==> src/core/autoneg_regs_pkg.sv <==
// Constants and carrier types for the partner and next-page register bank
package autoneg_regs_pkg;

    // ============================================================
    // Register offsets on the management interface
    localparam logic [4:0] ADDR_PARTNER_ABILITY = 5'h05;
    localparam logic [4:0] ADDR_NEG_EXPANSION   = 5'h06;
    localparam logic [4:0] ADDR_NP_TRANSMIT     = 5'h07;
    localparam logic [4:0] ADDR_PARTNER_NP      = 5'h08;

    // ============================================================
    // Field positions
    localparam int ABL_MORE_PAGES   = 15;
    localparam int ABL_ACK          = 14;
    localparam int ABL_FAULT        = 13;
    localparam int ABL_FLOW         = 10;
    localparam int ABL_T4           = 9;
    localparam int ABL_TX_FDX       = 8;
    localparam int ABL_TX           = 7;
    localparam int ABL_10_FDX       = 6;
    localparam int ABL_10           = 5;
    localparam int ABL_CLASS_HI     = 4;
    localparam logic [15:0] ABL_RSVD_MASK = 16'h1800;
    localparam int EXP_PD_FAULT     = 4;
    localparam int EXP_PARTNER_CAP  = 3;
    localparam int EXP_LOCAL_CAP    = 2;
    localparam int EXP_PAGE_RX      = 1;
    localparam int EXP_NEGOTIATES   = 0;

    // ============================================================
    // Reset values
    localparam logic        NP_MORE_RST    = 1'b0;
    localparam logic        NP_ACK_RST     = 1'b0;
    localparam logic        NP_MSG_RST     = 1'b1;
    localparam logic        NP_COMPLY_RST  = 1'b0;
    localparam logic        NP_TOGGLE_RST  = 1'b0;
    localparam logic [10:0] NP_CODE_RST    = 11'h001;
    localparam logic [15:0] WORD_ZERO      = 16'h0000;

    // ============================================================
    // Management frame constants
    localparam logic [5:0] PRE_FULL  = 6'h20;
    localparam logic [5:0] PRE_SHORT = 6'h02;
    localparam logic [1:0] OP_READ   = 2'h2;
    localparam logic [1:0] OP_WRITE  = 2'h1;
    localparam logic [3:0] HDR_LAST  = 4'hC;
    localparam logic [3:0] DATA_LAST = 4'hF;

    // Next-page word, same layout for transmit and received pages
    typedef struct packed {
        logic        more_pages;
        logic        ack;
        logic        message_page;
        logic        can_comply_flag;
        logic        toggle;
        logic [10:0] code;
    } np_word_s;

    // Management serial pins as seen by the device
    typedef struct packed {
        logic mdio_o;
        logic mdio_oe_n;
    } mdio_out_s;

endpackage

==> src/core/autoneg_partner_nextpage_regs.sv <==
// Partner ability, expansion and next-page registers behind the management port
`timescale 1ns/1ps

module autoneg_partner_nextpage_regs
(
    input  wire logic                        clk,
    input  wire logic                        reset_n,
    input  wire logic                        mdc,
    input  wire logic                        mdio_i,
    output autoneg_regs_pkg::mdio_out_s      mdio_out,
    input  wire logic [4:0]                  phy_addr,
    input  wire logic                        preamble_suppress,
    input  wire logic                        negotiation_restart,
    input  wire logic                        base_word_valid,
    input  wire logic [15:0]                 base_word,
    input  wire logic                        page_received,
    input  wire logic                        np_word_valid,
    input  wire autoneg_regs_pkg::np_word_s  np_word,
    input  wire logic                        np_sent,
    input  wire logic                        parallel_fault,
    input  wire logic                        partner_negotiates,
    output autoneg_regs_pkg::np_word_s       next_page_tx
);
    import autoneg_regs_pkg::*;

    typedef enum {ST_PRE, ST_HDR, ST_TA, ST_DATA} frame_e;

    // ============================================================
    // Pin synchronisers
    logic [2:0]  mdc_sync_r;
    logic [2:0]  mdio_sync_r;
    logic        mdc_lvl_r;
    logic        mdio_lvl_r;
    wire         mdc_agree  = (mdc_sync_r[1] == mdc_sync_r[2]);
    wire         mdio_agree = (mdio_sync_r[1] == mdio_sync_r[2]);
    wire         mdc_rise   = mdc_agree && mdc_sync_r[2] && !mdc_lvl_r;
    wire         bit_in     = mdio_agree ? mdio_sync_r[2] : mdio_lvl_r;

    always_ff @(posedge clk or negedge reset_n)
    begin
        if (!reset_n)
        begin
            // Clock level starts high so a clock idling high is not taken for a rise
            mdc_sync_r  <= 3'h7;
            mdio_sync_r <= 3'h7;
            mdc_lvl_r   <= 1'b1;
            mdio_lvl_r  <= 1'b1;
        end
        else
        begin
            mdc_sync_r  <= {mdc_sync_r[1:0], mdc};
            mdio_sync_r <= {mdio_sync_r[1:0], mdio_i};
            if (mdc_agree)
                mdc_lvl_r <= mdc_sync_r[2];
            if (mdio_agree)
                mdio_lvl_r <= mdio_sync_r[2];
        end
    end

    // ============================================================
    // Register state
    logic [15:0] ability_r;
    np_word_s    np_rx_r;
    np_word_s    np_tx_r;
    logic        toggle_r;
    logic        pd_fault_r;
    logic        page_rx_r;
    logic        negotiates_r;

    // ============================================================
    // Frame state
    frame_e      state_r;
    frame_e      state_nxt;
    logic [5:0]  pre_cnt_r;
    logic [3:0]  cnt_r;
    logic [15:0] shift_r;
    logic        is_read_r;
    logic        is_write_r;
    logic [4:0]  reg_r;
    logic        mdio_o_r;
    logic        drive_r;

    // Header assembled from the twelve held bits and the thirteenth arriving now
    wire [12:0]  hdr        = {shift_r[11:0], bit_in};
    wire         hdr_start  = hdr[12];
    wire [1:0]   hdr_op     = hdr[11:10];
    wire [4:0]   hdr_phy    = hdr[9:5];
    wire [4:0]   hdr_reg    = hdr[4:0];
    wire         hdr_match  = hdr_start && (hdr_phy == phy_addr);
    wire         hdr_read   = hdr_match && (hdr_op == OP_READ);
    wire         hdr_write  = hdr_match && (hdr_op == OP_WRITE);
    wire         hdr_done   = mdc_rise && (state_r == ST_HDR) && (cnt_r == HDR_LAST);
    wire [5:0]   pre_need   = preamble_suppress ? PRE_SHORT : PRE_FULL;
    wire         pre_ok     = (pre_cnt_r >= pre_need);
    wire         data_done  = mdc_rise && (state_r == ST_DATA) && (cnt_r == DATA_LAST);
    // Word completed by the bit arriving now; the commit must see all sixteen
    wire [15:0]  data_word  = {shift_r[14:0], bit_in};
    wire         write_commit = data_done && is_write_r && (reg_r == ADDR_NP_TRANSMIT);

    // The read snapshot and the clear of latched bits happen on the same edge
    wire         exp_read_clr = hdr_done && hdr_read && (hdr_reg == ADDR_NEG_EXPANSION);

    // ============================================================
    // Read data views
    wire [15:0]  expansion_word;
    wire [15:0]  np_tx_word = {np_tx_r.more_pages, np_tx_r.ack, np_tx_r.message_page,
                               np_tx_r.can_comply_flag, toggle_r, np_tx_r.code};
    wire [15:0]  read_word;

    assign expansion_word[15:5]            = 11'h000;
    assign expansion_word[EXP_PD_FAULT]    = pd_fault_r;
    assign expansion_word[EXP_PARTNER_CAP] = ability_r[ABL_MORE_PAGES];
    assign expansion_word[EXP_LOCAL_CAP]   = 1'b1;
    assign expansion_word[EXP_PAGE_RX]     = page_rx_r;
    assign expansion_word[EXP_NEGOTIATES]  = negotiates_r;

    assign read_word = (hdr_reg == ADDR_PARTNER_ABILITY) ? ability_r :
                       (hdr_reg == ADDR_NEG_EXPANSION)   ? expansion_word :
                       (hdr_reg == ADDR_NP_TRANSMIT)     ? np_tx_word :
                       (hdr_reg == ADDR_PARTNER_NP)      ? np_rx_r :
                                                           WORD_ZERO;

    assign next_page_tx = '{more_pages:      np_tx_r.more_pages,
                            ack:             np_tx_r.ack,
                            message_page:    np_tx_r.message_page,
                            can_comply_flag: np_tx_r.can_comply_flag,
                            toggle:          toggle_r,
                            code:            np_tx_r.code};
    assign mdio_out = '{mdio_o: mdio_o_r, mdio_oe_n: !drive_r};

    // ============================================================
    // Partner ability and received next page
    // Reserved bits are masked at capture so they can never read back as one
    always_ff @(posedge clk or negedge reset_n)
    begin
        if (!reset_n)
        begin
            ability_r <= WORD_ZERO;
            np_rx_r   <= WORD_ZERO;
        end
        else if (negotiation_restart)
        begin
            ability_r <= WORD_ZERO;
            np_rx_r   <= WORD_ZERO;
        end
        else
        begin
            if (base_word_valid)
                ability_r <= base_word & ~ABL_RSVD_MASK;
            if (np_word_valid)
                np_rx_r <= np_word;
        end
    end

    // ============================================================
    // Expansion flags, fault and page ones latched; a new event outranks the clearing read
    always_ff @(posedge clk or negedge reset_n)
    begin
        if (!reset_n)
        begin
            pd_fault_r   <= 1'b0;
            page_rx_r    <= 1'b0;
            negotiates_r <= 1'b0;
        end
        else
        begin
            pd_fault_r   <= parallel_fault | (pd_fault_r & !exp_read_clr);
            page_rx_r    <= page_received | (page_rx_r & !exp_read_clr);
            negotiates_r <= partner_negotiates;
        end
    end

    // ============================================================
    // Next-page transmit word
    // The toggle flips per page sent; software writes to bit 11 are dropped
    always_ff @(posedge clk or negedge reset_n)
    begin
        if (!reset_n)
        begin
            np_tx_r <= '{more_pages:      NP_MORE_RST,
                         ack:             NP_ACK_RST,
                         message_page:    NP_MSG_RST,
                         can_comply_flag: NP_COMPLY_RST,
                         toggle:          NP_TOGGLE_RST,
                         code:            NP_CODE_RST};
            toggle_r <= NP_TOGGLE_RST;
        end
        else
        begin
            if (write_commit)
            begin
                np_tx_r.more_pages      <= data_word[15];
                np_tx_r.ack             <= data_word[14];
                np_tx_r.message_page    <= data_word[13];
                np_tx_r.can_comply_flag <= data_word[12];
                np_tx_r.code            <= data_word[10:0];
            end
            if (negotiation_restart)
                toggle_r <= NP_TOGGLE_RST;
            else if (np_sent)
                toggle_r <= !toggle_r;
        end
    end

    // ============================================================
    // Management frame sequencer
    always_comb
    begin
        state_nxt = state_r;
        case (state_r)
            ST_PRE:
                if (mdc_rise && !bit_in && pre_ok)
                    state_nxt = ST_HDR;
            ST_HDR:
                if (hdr_done)
                    state_nxt = (hdr_read || hdr_write) ? ST_TA : ST_PRE;
            ST_TA:
                if (mdc_rise && cnt_r[0])
                    state_nxt = ST_DATA;
            ST_DATA:
                if (data_done)
                    state_nxt = ST_PRE;
            default:
                state_nxt = ST_PRE;
        endcase
    end

    always_ff @(posedge clk or negedge reset_n)
    begin
        if (!reset_n)
        begin
            state_r <= ST_PRE;
            pre_cnt_r <= 6'h00;
        end
        else
        begin
            state_r <= state_nxt;
            // Preamble must be seen again before every frame
            if (state_r != ST_PRE)
                pre_cnt_r <= 6'h00;
            else if (mdc_rise)
                pre_cnt_r <= !bit_in ? 6'h00 :
                             (pre_cnt_r == PRE_FULL) ? pre_cnt_r : pre_cnt_r + 6'h01;
        end
    end

    // ============================================================
    // Bit counter and shift register, advanced by management clock rises
    // The read word is loaded at the header decode and held through the first
    // turnaround bit, so its top bit is still there when the device drives it on the second
    wire         shift_hold = (state_r == ST_TA) && is_read_r && !cnt_r[0];
    wire [15:0]  shift_nxt  = (hdr_done && hdr_read) ? read_word :
                              shift_hold              ? shift_r :
                                                        data_word;

    always_ff @(posedge clk or negedge reset_n)
    begin
        if (!reset_n)
        begin
            cnt_r   <= 4'h0;
            shift_r <= WORD_ZERO;
        end
        else if (mdc_rise)
        begin
            cnt_r   <= (state_nxt != state_r) ? 4'h0 : cnt_r + 4'h1;
            shift_r <= shift_nxt;
        end
    end

    // ============================================================
    // Decoded header kept for the turnaround and data phases
    always_ff @(posedge clk or negedge reset_n)
    begin
        if (!reset_n)
        begin
            is_read_r  <= 1'b0;
            is_write_r <= 1'b0;
            reg_r      <= 5'h00;
        end
        else if (hdr_done)
        begin
            is_read_r  <= hdr_read;
            is_write_r <= hdr_write;
            reg_r      <= hdr_reg;
        end
    end

    // ============================================================
    // Pin drive; data leaves on the rising edge so it is steady when the
    // station samples on the next one
    always_ff @(posedge clk or negedge reset_n)
    begin
        if (!reset_n)
        begin
            mdio_o_r <= 1'b1;
            drive_r  <= 1'b0;
        end
        else if (mdc_rise)
        begin
            case (state_r)
                ST_TA:
                    if (is_read_r)
                    begin
                        drive_r  <= 1'b1;
                        mdio_o_r <= cnt_r[0] ? shift_r[15] : 1'b0;
                    end
                ST_DATA:
                    if (is_read_r)
                    begin
                        drive_r  <= !data_done;
                        mdio_o_r <= data_done ? 1'b1 : shift_r[15];
                    end
                default:
                begin
                    drive_r  <= 1'b0;
                    mdio_o_r <= 1'b1;
                end
            endcase
        end
    end

endmodule

==> config.mk <==
export PLATFORM = sky130hd
export DESIGN_NAME = autoneg_partner_nextpage_regs
export DESIGN_NICKNAME = d
export VERILOG_FILES = /design/src/core/autoneg_regs_pkg.sv /design/src/core/autoneg_partner_nextpage_regs.sv
export SDC_FILE = /design/constraint.sdc
export NUM_CORES = 1
export LEC_CHECK = 0
export BUFFER_PORTS_ARGS = -buffer_cell sky130_fd_sc_hd__buf_2
export CAP_MARGIN = 20
export CORE_UTILIZATION = 52
export CTS_CLUSTER_SIZE = 28
export DETAILED_ROUTE_END_ITERATION = 8
export PLACE_DENSITY = 0.86
export SKIP_LAST_GASP = 1
export SYNTH_ARGS = -nofsm -noshare
export SYNTH_HDL_FRONTEND = slang
export SYNTH_SLANG_ARGS = --single-unit
export TNS_END_PERCENT = 5
==> constraint.sdc <==
create_clock -name clk -period 2 [get_ports clk]
set_clock_uncertainty 0.05 [all_clocks]
set_input_delay 0.3 -clock clk [delete_from_list [all_inputs] [get_ports clk]]
set_output_delay 0.3 -clock clk [all_outputs]
set_load 0.1 [all_outputs]
==> results of run 1 <==
[sequential cells by signal (all words and copies together), names as in the netlist, 3 cells and up]
| name | cells |
|---|---|
| ability_r | 14 |
| cnt_r | 4 |
| mdc_sync_r | 3 |
| mdio_sync_r | 3 |
| next_page_tx | 15 |
| np_rx_r | 16 |
| pre_cnt_r | 6 |
| reg_r | 5 |
| shift_r | 16 |
| state_r | 32 |
[stage by stage]
stage,utilization (%),hold slack [ns],power [mW],setup WS (ns)
floorplan,-,-0.0456,3.41,-0.231
global placement,61.5,0.245,3.69,-0.218
detailed placement,61.5,0.250,3.74,-0.255
CTS,70.3,0.000304,6.84,-0.243
global route,70.5,0.00857,7.09,-0.319
finish,70.5,-0.0191,6.87,-0.226
[per-layer routing]
metal | vias to the layer above | GRT usage [%] | wire length [µm]
met2 | 308 | 48.2 | 7640
met1 | 2363 | 36.3 | 5820
li1 | 2092 | - | -
met5 | - | 0 | 0
met4 | 0 | 15.6 | 733
met3 | 86 | 8.03 | 1290
[logic make-up after synthesis]
kind of cell / Yosys count / synth area share, %
and+or+nand+nor: 169 / 16.9
DFF: 124 / 55.1
AOI/OAI and AO/OA: 101 / 11.7
buffers and inverters: 52 / 4.05
muxes: 46 / 9.16
adders and majority gates: 8 / 1.72
xor gates and xnor gates: 8 / 1.24
other: 1 / 0.0663
[timing repair]
| item | 4_1_cts | 5_1_grt |
|---|---|---|
| cloned | 0 | 0 |
| hold endpoints to repair | 57 | 0 |
| hold buffers | 28 | 0 |
| buffers inserted | 3 | 1 |
| setup endpoints to repair | 40 | 49 |
| gates resized for setup | 4 | 2 |
[area by class of cell]
type	count	area share, %
clock buffers	22	6.58
clock inverters	10	1.53
inverters	19	0.972
multi-input cells	362	33.4
flip-flops and latches	124	42.5
well taps	136	2.32
repair buffers	128	12.7
[path summary, 6_finish.rpt]
check                              startpoint                to
worst max register to register  mdc_sync_r[1]  next_page_tx[14]
worst min-delay path               np_word[2]        np_rx_r[2]
max in group asynchronous             reset_n        np_rx_r[9]
worst max-delay path            mdc_sync_r[1]  next_page_tx[14]
worst min register to register  mdc_sync_r[0]     mdc_sync_r[1]
min in group asynchronous             reset_n       state_r[21]
[worst reg2reg max path, stage by stage (launching register included)]
cell and delay [ns]:
dfstp_2 0.55, ha_4 0.13, and4b_1 0.25, and3_4 0.20, nand4_1 0.13, nor4_4 0.25
buf_4 0.21, mux2_2 0.33
[placed cells by master (no fill, tap or decap), types with 10 or more instances in the layout]
| cell | n |
|---|---|
| dlygate4sd3_1 | 28 |
| a21oi_1 | 18 |
| buf_2 | 63 |
| buf_4 | 32 |
| inv_1 | 19 |
| clkbuf_16 | 16 |
| nand3_1 | 21 |
| mux2i_1 | 30 |
| nand2_1 | 50 |
| mux2_4 | 12 |
| o31ai_1 | 11 |
| conb_1 | 30 |
| dfrtp_1 | 113 |
| o21ai_0 | 22 |
| nor3_1 | 15 |
| o221ai_1 | 10 |
| dfstp_2 | 11 |
| nor2_1 | 44 |
[power groups by stage]
stage	clock, mW	combinational [mW]	sequential, mW
global route	3.18	0.910	2.99
global placement	0	0.714	2.98
CTS	3.05	0.823	2.96
floorplan	0	0.489	2.92
finish	3.06	0.843	2.97
detailed placement	0	0.751	2.99
==> run metrics, run 1 <==
final slew viol count 0; Area after DPL 0.00640 mm²; Synth Register Bits 124; Max Cap Viol 0; RSZ-0062 raised after global routing yes; htree depth 4; final setup fails 43; vias in the first global route 4962; WP data arrival 2.60 ns; startpoint types register; area of the mapped netlist 0.00566 mm²; main area contributors after synthesis dfrtp_1 50%, mux2i_1 5.3%, dfstp_2 5.1%; core area 0.0104 mm²; status finished, violations left; Root Driver clkbuf_8; Seq/Total Area, Yosys 55.1%; Ys Warns 0; HPWL after DPL 9220 µm; CP top delay family simple AND/OR/NAND/NOR gates; post-route insts no fill 801; drt initial violations 660; share of the synthesized area in the top cell type 50.0%; Chip Width 106 µm; sequential power share 43.3%; die height 106 µm; f_max 449 MHz; Synth area leader dfrtp_1; Total GRT Usage 29.7%; Worst-path clk slew 0.06 ns; Clk Latency, worst-skew pair 0.54 ns; HP Class input port to register; crit path max-delay cell type dfstp_2; failing checks negative hold slack, negative setup slack; Vias/cell 6.05; wire per inst 19.3 µm; R2R Setup Slk -0.23 ns; Final Cell Area 0.00734 mm²; n_diodes 0; critical path depth in cells 7; share of cells above drive strength 1 26.9%; final wirelength 15500 µm; VDD IR-drop max 0.641 mV; Sw Ratio 27.0%; cells after synthesis 509; fin worst setup slack -0.226 ns; Yosys cell types 58; final net count 708; residual DRC count 0; Internal 5.02 mW; via count 4849; CTS tree built; routability cong. 0.856; Max stage delay on crit path 0.55 ns; drt first pass iters 6; CTS sink cnt 124; IO Port Bufs 64; Syn-to-layout area delta 29.7%; I/O pin count 67; switching pwr 1.85 mW; leakage 3.36 nW; Post-Syn Area per Cell 11.1 µm²; PwrDens 936 mW/mm²; Worst Path Buf+Inv 1; CTS max path bufs 2; grt ovf 0; Worst Hold Depth 3; Reg area 0.00312 mm²; Rows 37; Initial Util 54.3%; Final ANT Viol Nets 0; Die ar. 0.0113 mm²; cts bufs inserted 17; TNS Setup -6.48 ns; Worst-Margin Slew 0.575 ns; synth cell count leaders 113 x dfrtp_1, 50 x nand2_1, 44 x nor2_1; Worst Path Required 2.37 ns; worst reg2reg path depth 7; crit share post-route 111%; Synth Flop Type dfrtp_1; Relative slew margins 61.7%; first-pass GRT wire length 25400 µm; Post-Place Cells 737; largest net degree at the start of global routing 48; Critical Path, Cell by Cell ha_4 -> and4b_1 -> and3_4 -> nand4_1 -> nor4_4 -> buf_4 -> mux2_2; WHS -0.0191 ns; number of fillers in the final layout 639; Clk network pwr share 44.5%; Final Hold Fails 3; WS Path Type register to register; most common cell in the synthesized netlist dfrtp_1; Logic pwr share 12.3%; Worst setup EP type register; EDFF count, synth 0; Post-synth ARST share 100%; antenna violations before repair 0; CP max FO 5; final worst path period need 2.23 ns; multi-input logic area 0.00245 mm²
Power figures use the tool's default switching activity.
==> run 2, diff against run 1 <==
--- a/config.mk
+++ b/config.mk
@@ -7,6 +7,7 @@
 export LEC_CHECK = 0
 export BUFFER_PORTS_ARGS = -buffer_cell sky130_fd_sc_hd__buf_2
 export CAP_MARGIN = 20
+export CORE_MARGIN = 2
 export CORE_UTILIZATION = 52
 export CTS_CLUSTER_SIZE = 28
 export DETAILED_ROUTE_END_ITERATION = 8
==> run metrics, run 2 (same netlist as run 1, synthesis figures left out) <==
IO Port Bufs 64; Worst Hold Depth 3; final net count 713; Worst Path Buf+Inv 1; residual DRC count 0; Max stage delay on crit path 0.53 ns; crit path max-delay cell type dfstp_2; first-pass GRT wire length 23400 µm; CTS tree built; Relative slew margins 61.6%; via count 4695; Final Cell Area 0.00739 mm²; htree depth 4; met1 WL 5710 µm; Max Cap Viol 0; Final ANT Viol Nets 0; share of cells above drive strength 1 26.8%; CP max FO 5; drt initial violations 511; leakage 3.41 nW; Die ar. 0.0117 mm²; most flop-heavy register state_r; Worst Path Required 2.36 ns; n_diodes 0; Critical Path, Cell by Cell ha_1 -> and4b_1 -> and3_1 -> nand4_1 -> nor4_4 -> buf_4 -> mux2_2; Top Registers state_r (32), np_rx_r (16), shift_r (16); Worst setup EP type register; Initial Util 52.7%; Clk Latency, worst-skew pair 0.52 ns; antenna violations before repair 0; Post-CTS Setup Bufs 0; most common cell after layout, fill and taps aside dfrtp_1; WS Path Type register to register; crit share post-route 111%; status finished, violations left; startpoint types register; DR WL met3 1040 µm; critical path depth in cells 7; I/O pin count 67; final setup fails 36; die height 108 µm; Area after DPL 0.00645 mm²; Worst-Margin Slew 0.577 ns; Syn-to-layout area delta 30.7%; wire per inst 17.7 µm; HPWL after DPL 9480 µm; CTS sink cnt 124; metal2 WL 7170 µm; final worst path period need 2.22 ns; routability cong. 0.875; RSZ-0062 raised after global routing yes; core area 0.0107 mm²; number of fillers in the final layout 738; worst reg2reg path depth 7; Worst-path clk slew 0.06 ns; Vias/cell 5.80; Final Hold Fails 0; final slew viol count 0; CTS max path bufs 2; max layer used met4; Setup Slack @ Placement -0.203 ns; failing checks negative setup slack; Rows 38; max reg flops 32; largest net degree at the start of global routing 39; WP data arrival 2.57 ns; final wirelength 14300 µm; Root Driver clkbuf_8; Total GRT Usage 26.5%; drt first pass iters 6; PwrDens 945 mW/mm²; commonest non-fill, non-tap cells in the layout 113 x dfrtp_1, 63 x buf_2, 50 x nand2_1; fin worst setup slack -0.217 ns; cts bufs inserted 17; grt ovf 0; HP Class input port to register; Chip Width 108 µm; VDD IR-drop max 0.560 mV; f_max 451 MHz; CP top delay family simple AND/OR/NAND/NOR gates; vias in the first global route 4834
==> run 2: changes by cell type in the layout (fill, tap and decap cells not counted), sizes merged <==
cell,before,now
buf,100,103
bufinv,2,3
clkbuf,22,25
clkinvlp,5,0
dlygate4sd3,28,30
==> run 2: worst register-to-register path: stages (launching register included) <==
cell,delay (ns)
dfstp_2,0.53
ha_1,0.15
and4b_1,0.24
and3_1,0.19
nand4_1,0.16
nor4_4,0.22
buf_4,0.21
mux2_2,0.35
==> run 2: area by class of cell <==
cell class	instances	area, µm²	area share, %
repair buffers	133	970	13.1
inverters	19	71.3	0.965
multi-input cells	362	2440	33.0
clock buffers	25	514	6.96
clock inverters	6	105	1.42
flip-flops and latches	124	3120	42.2
well taps	140	175	2.37
==> run 2: path summary, 6_finish.rpt <==
check                                    to  slack [ns]      startpoint
min in group asynchronous       state_r[29]        0.24         reset_n
min                                toggle_r      0.0002         np_sent
max reg2reg                next_page_tx[15]       -0.22   mdc_sync_r[1]
max                        next_page_tx[15]       -0.22   mdc_sync_r[1]
max in group asynchronous          mdio_o_r        1.02         reset_n
min reg2reg                  mdio_sync_r[1]        0.30  mdio_sync_r[0]
==> run 2: routing by layer <==
metal,vias up,track usage (%)
met3,47,6.75
met4,0,12.9
met1,2320,33.1
met5,-,0
met2,237,43.2
li1,2091,-
==> run 2: what timing repair did <==
action | 4_1_cts | 5_1_grt
resized for setup | 1 | 4
cloned | 0 | 0
hold endpoints to repair | 60 | 0
setup endpoints to repair | 43 | 53
hold buffers | 30 | 0
pin swaps | 0 | 1
==> run 2: metrics by stage <==
step | TNS (ns) | cells | power [mW] | utilization (%) | hold slack [ns]
global route | -8.50 | 809 | 7.24 | 68.8 | 0.0167
floorplan | -2.62 | 538 | 3.41 | - | -0.0456
detailed placement | -4.13 | 748 | 3.79 | 60.0 | 0.248
finish | -4.29 | 809 | 6.99 | 68.8 | 0.000196
global placement | -2.83 | 748 | 3.74 | 60.0 | 0.236
CTS | -6.18 | 809 | 7.00 | 68.6 | 0.00241
==> run 2: report_power, final <==
part	switching, mW	leakage [nW]	internal [mW]
Combinational	0.489	1.55	0.393
Sequential	0.237	1.55	2.73
Clock	1.03	0.310	2.12
==> run 3, diff against run 2 <==
--- a/config.mk
+++ b/config.mk
@@ -12,6 +12,7 @@
 export CTS_CLUSTER_SIZE = 28
 export DETAILED_ROUTE_END_ITERATION = 8
 export PLACE_DENSITY = 0.86
+export REMOVE_ABC_BUFFERS = 1
 export SKIP_LAST_GASP = 1
 export SYNTH_ARGS = -nofsm -noshare
 export SYNTH_HDL_FRONTEND = slang
==> run metrics, run 3 (same netlist as run 1, synthesis figures left out) <==
status finished, violations left; failing checks negative setup slack; CTS sink cnt 124; Setup Slack @ Placement -0.231 ns; startpoint types register; Worst Path Required 2.37 ns; Root Driver clkbuf_8; largest net degree at the start of global routing 44; most flop-heavy register state_r; Sw Ratio 27.8%; grt ovf 0; Final ANT Viol Nets 0; Worst-path clk slew 0.06 ns; htree depth 4; Clk Latency, worst-skew pair 0.54 ns; vias in the first global route 4923; WP data arrival 2.70 ns; HP Class input port to register; I/O pin count 67; Chip Width 108 µm; total power 6.76 mW; WHS 0.00641 ns; crit share post-route 116%; die height 108 µm; f_max 430 MHz; n_diodes 0; post-route insts no fill 807; Initial Util 52.7%; Final Hold Fails 0; Logic pwr share 12.6%; Syn-to-layout area delta 30.5%; Post-Place Cells 736; Max Cap Viol 0; CTS tree built; first-pass GRT wire length 23400 µm; sequential power share 44.1%; Internal 4.89 mW; final wirelength 15100 µm; cts bufs inserted 17; share of cells above drive strength 1 25.8%; final slew viol count 0; VDD IR-drop max 0.805 mV; Worst setup EP type register; PwrDens 916 mW/mm²; drt initial violations 454; most common cell after layout, fill and taps aside dfrtp_1; Top Registers state_r (32), np_rx_r (16), shift_r (16); wire per inst 18.7 µm; Rows 38; final setup fails 40; residual DRC count 0; IO Port Bufs 64; antenna violations before repair 0; RSZ-0062 raised after global routing yes; core area 0.0107 mm²; switching pwr 1.88 mW; Die ar. 0.0117 mm²; Vias/cell 6.02; routability cong. 0.842; Relative slew margins 60.5%; HPWL after DPL 8710 µm; WS Path Type register to register; commonest non-fill, non-tap cells in the layout 113 x dfrtp_1, 63 x buf_2, 50 x nand2_1; leakage 3.37 nW; fin worst setup slack -0.328 ns; final net count 710; Worst-Margin Slew 0.593 ns; final worst path period need 2.33 ns; Clk network pwr share 43.2%; Total GRT Usage 26.2%; max reg flops 32; via count 4861; drt first pass iters 5; CTS max path bufs 2; CP max FO 7
==> run 3: cell type report <==
cell class	count	area, µm²
fillers	714	3360
flip-flops and latches	124	3120
multi-input cells	362	2450
repair buffers	130	1010
clock buffers	20	435
well taps	140	175
clock inverters	12	121
inverters	19	71.3
==> run 3: metal layers <==
layer	GRT usage, %	up-vias	wire length (µm)
met1	31.3	2363	5570
met4	14.2	0	609
met5	0	-	0
met3	6.33	78	1290
met2	44.0	320	7600
li1	-	2100	-
==> run 3: metrics by stage <==
step                      util, %  area [µm²]  setup TNS, ns
final                        68.7        7380          -8.65
after detailed placement     59.5        6400          -4.73
after floorplan                 -        5610         -16.60
after global routing         68.7        7380         -11.23
after global placement       59.5        6400          -3.23
after CTS                    67.9        7290          -6.22
==> run 3: final timing paths <==
kind | from | slack, ns | cells past startpoint | to
worst max register to register | mdc_sync_r[2] | -0.33 | 8 | next_page_tx[1]
worst min-delay path | base_word[8] | 0.006 | 3 | ability_r[8]
worst min register to register | mdc_sync_r[0] | 0.31 | 0 | mdc_sync_r[1]
max in group asynchronous | reset_n | 1.02 | 3 | mdio_sync_r[0]
worst max-delay path | mdc_sync_r[2] | -0.33 | 8 | next_page_tx[1]
min in group asynchronous | reset_n | 0.22 | 2 | state_r[11]
==> run 3: worst max-delay path, cell delays in order (launching register included) <==
cell	delay [ns]
dfstp_2	0.56
ha_4	0.14
and4b_1	0.24
and3_4	0.20
nand4_1	0.14
nor4_4	0.23
buf_4	0.19
clkbuf_16	0.17
mux2_4	0.29
==> run 3: power groups by stage <==
stage	Sequential, mW	Clock [mW]	Combinational, mW
after floorplan	2.94	0	0.430
after global placement	2.97	0	0.705
after detailed placement	2.99	0	0.741
after CTS	2.96	2.93	0.814
after global routing	3.00	3.07	0.928
final	2.98	2.93	0.855
==> run 3: timing repair <==
item	in CTS	in global routing
gates cloned	0	1
pin swaps	0	4
buffers inserted	0	4
hold endpoints to repair	65	0
endpoints found under the setup margin	39	46
hold buffers	34	0
resized for setup	0	7
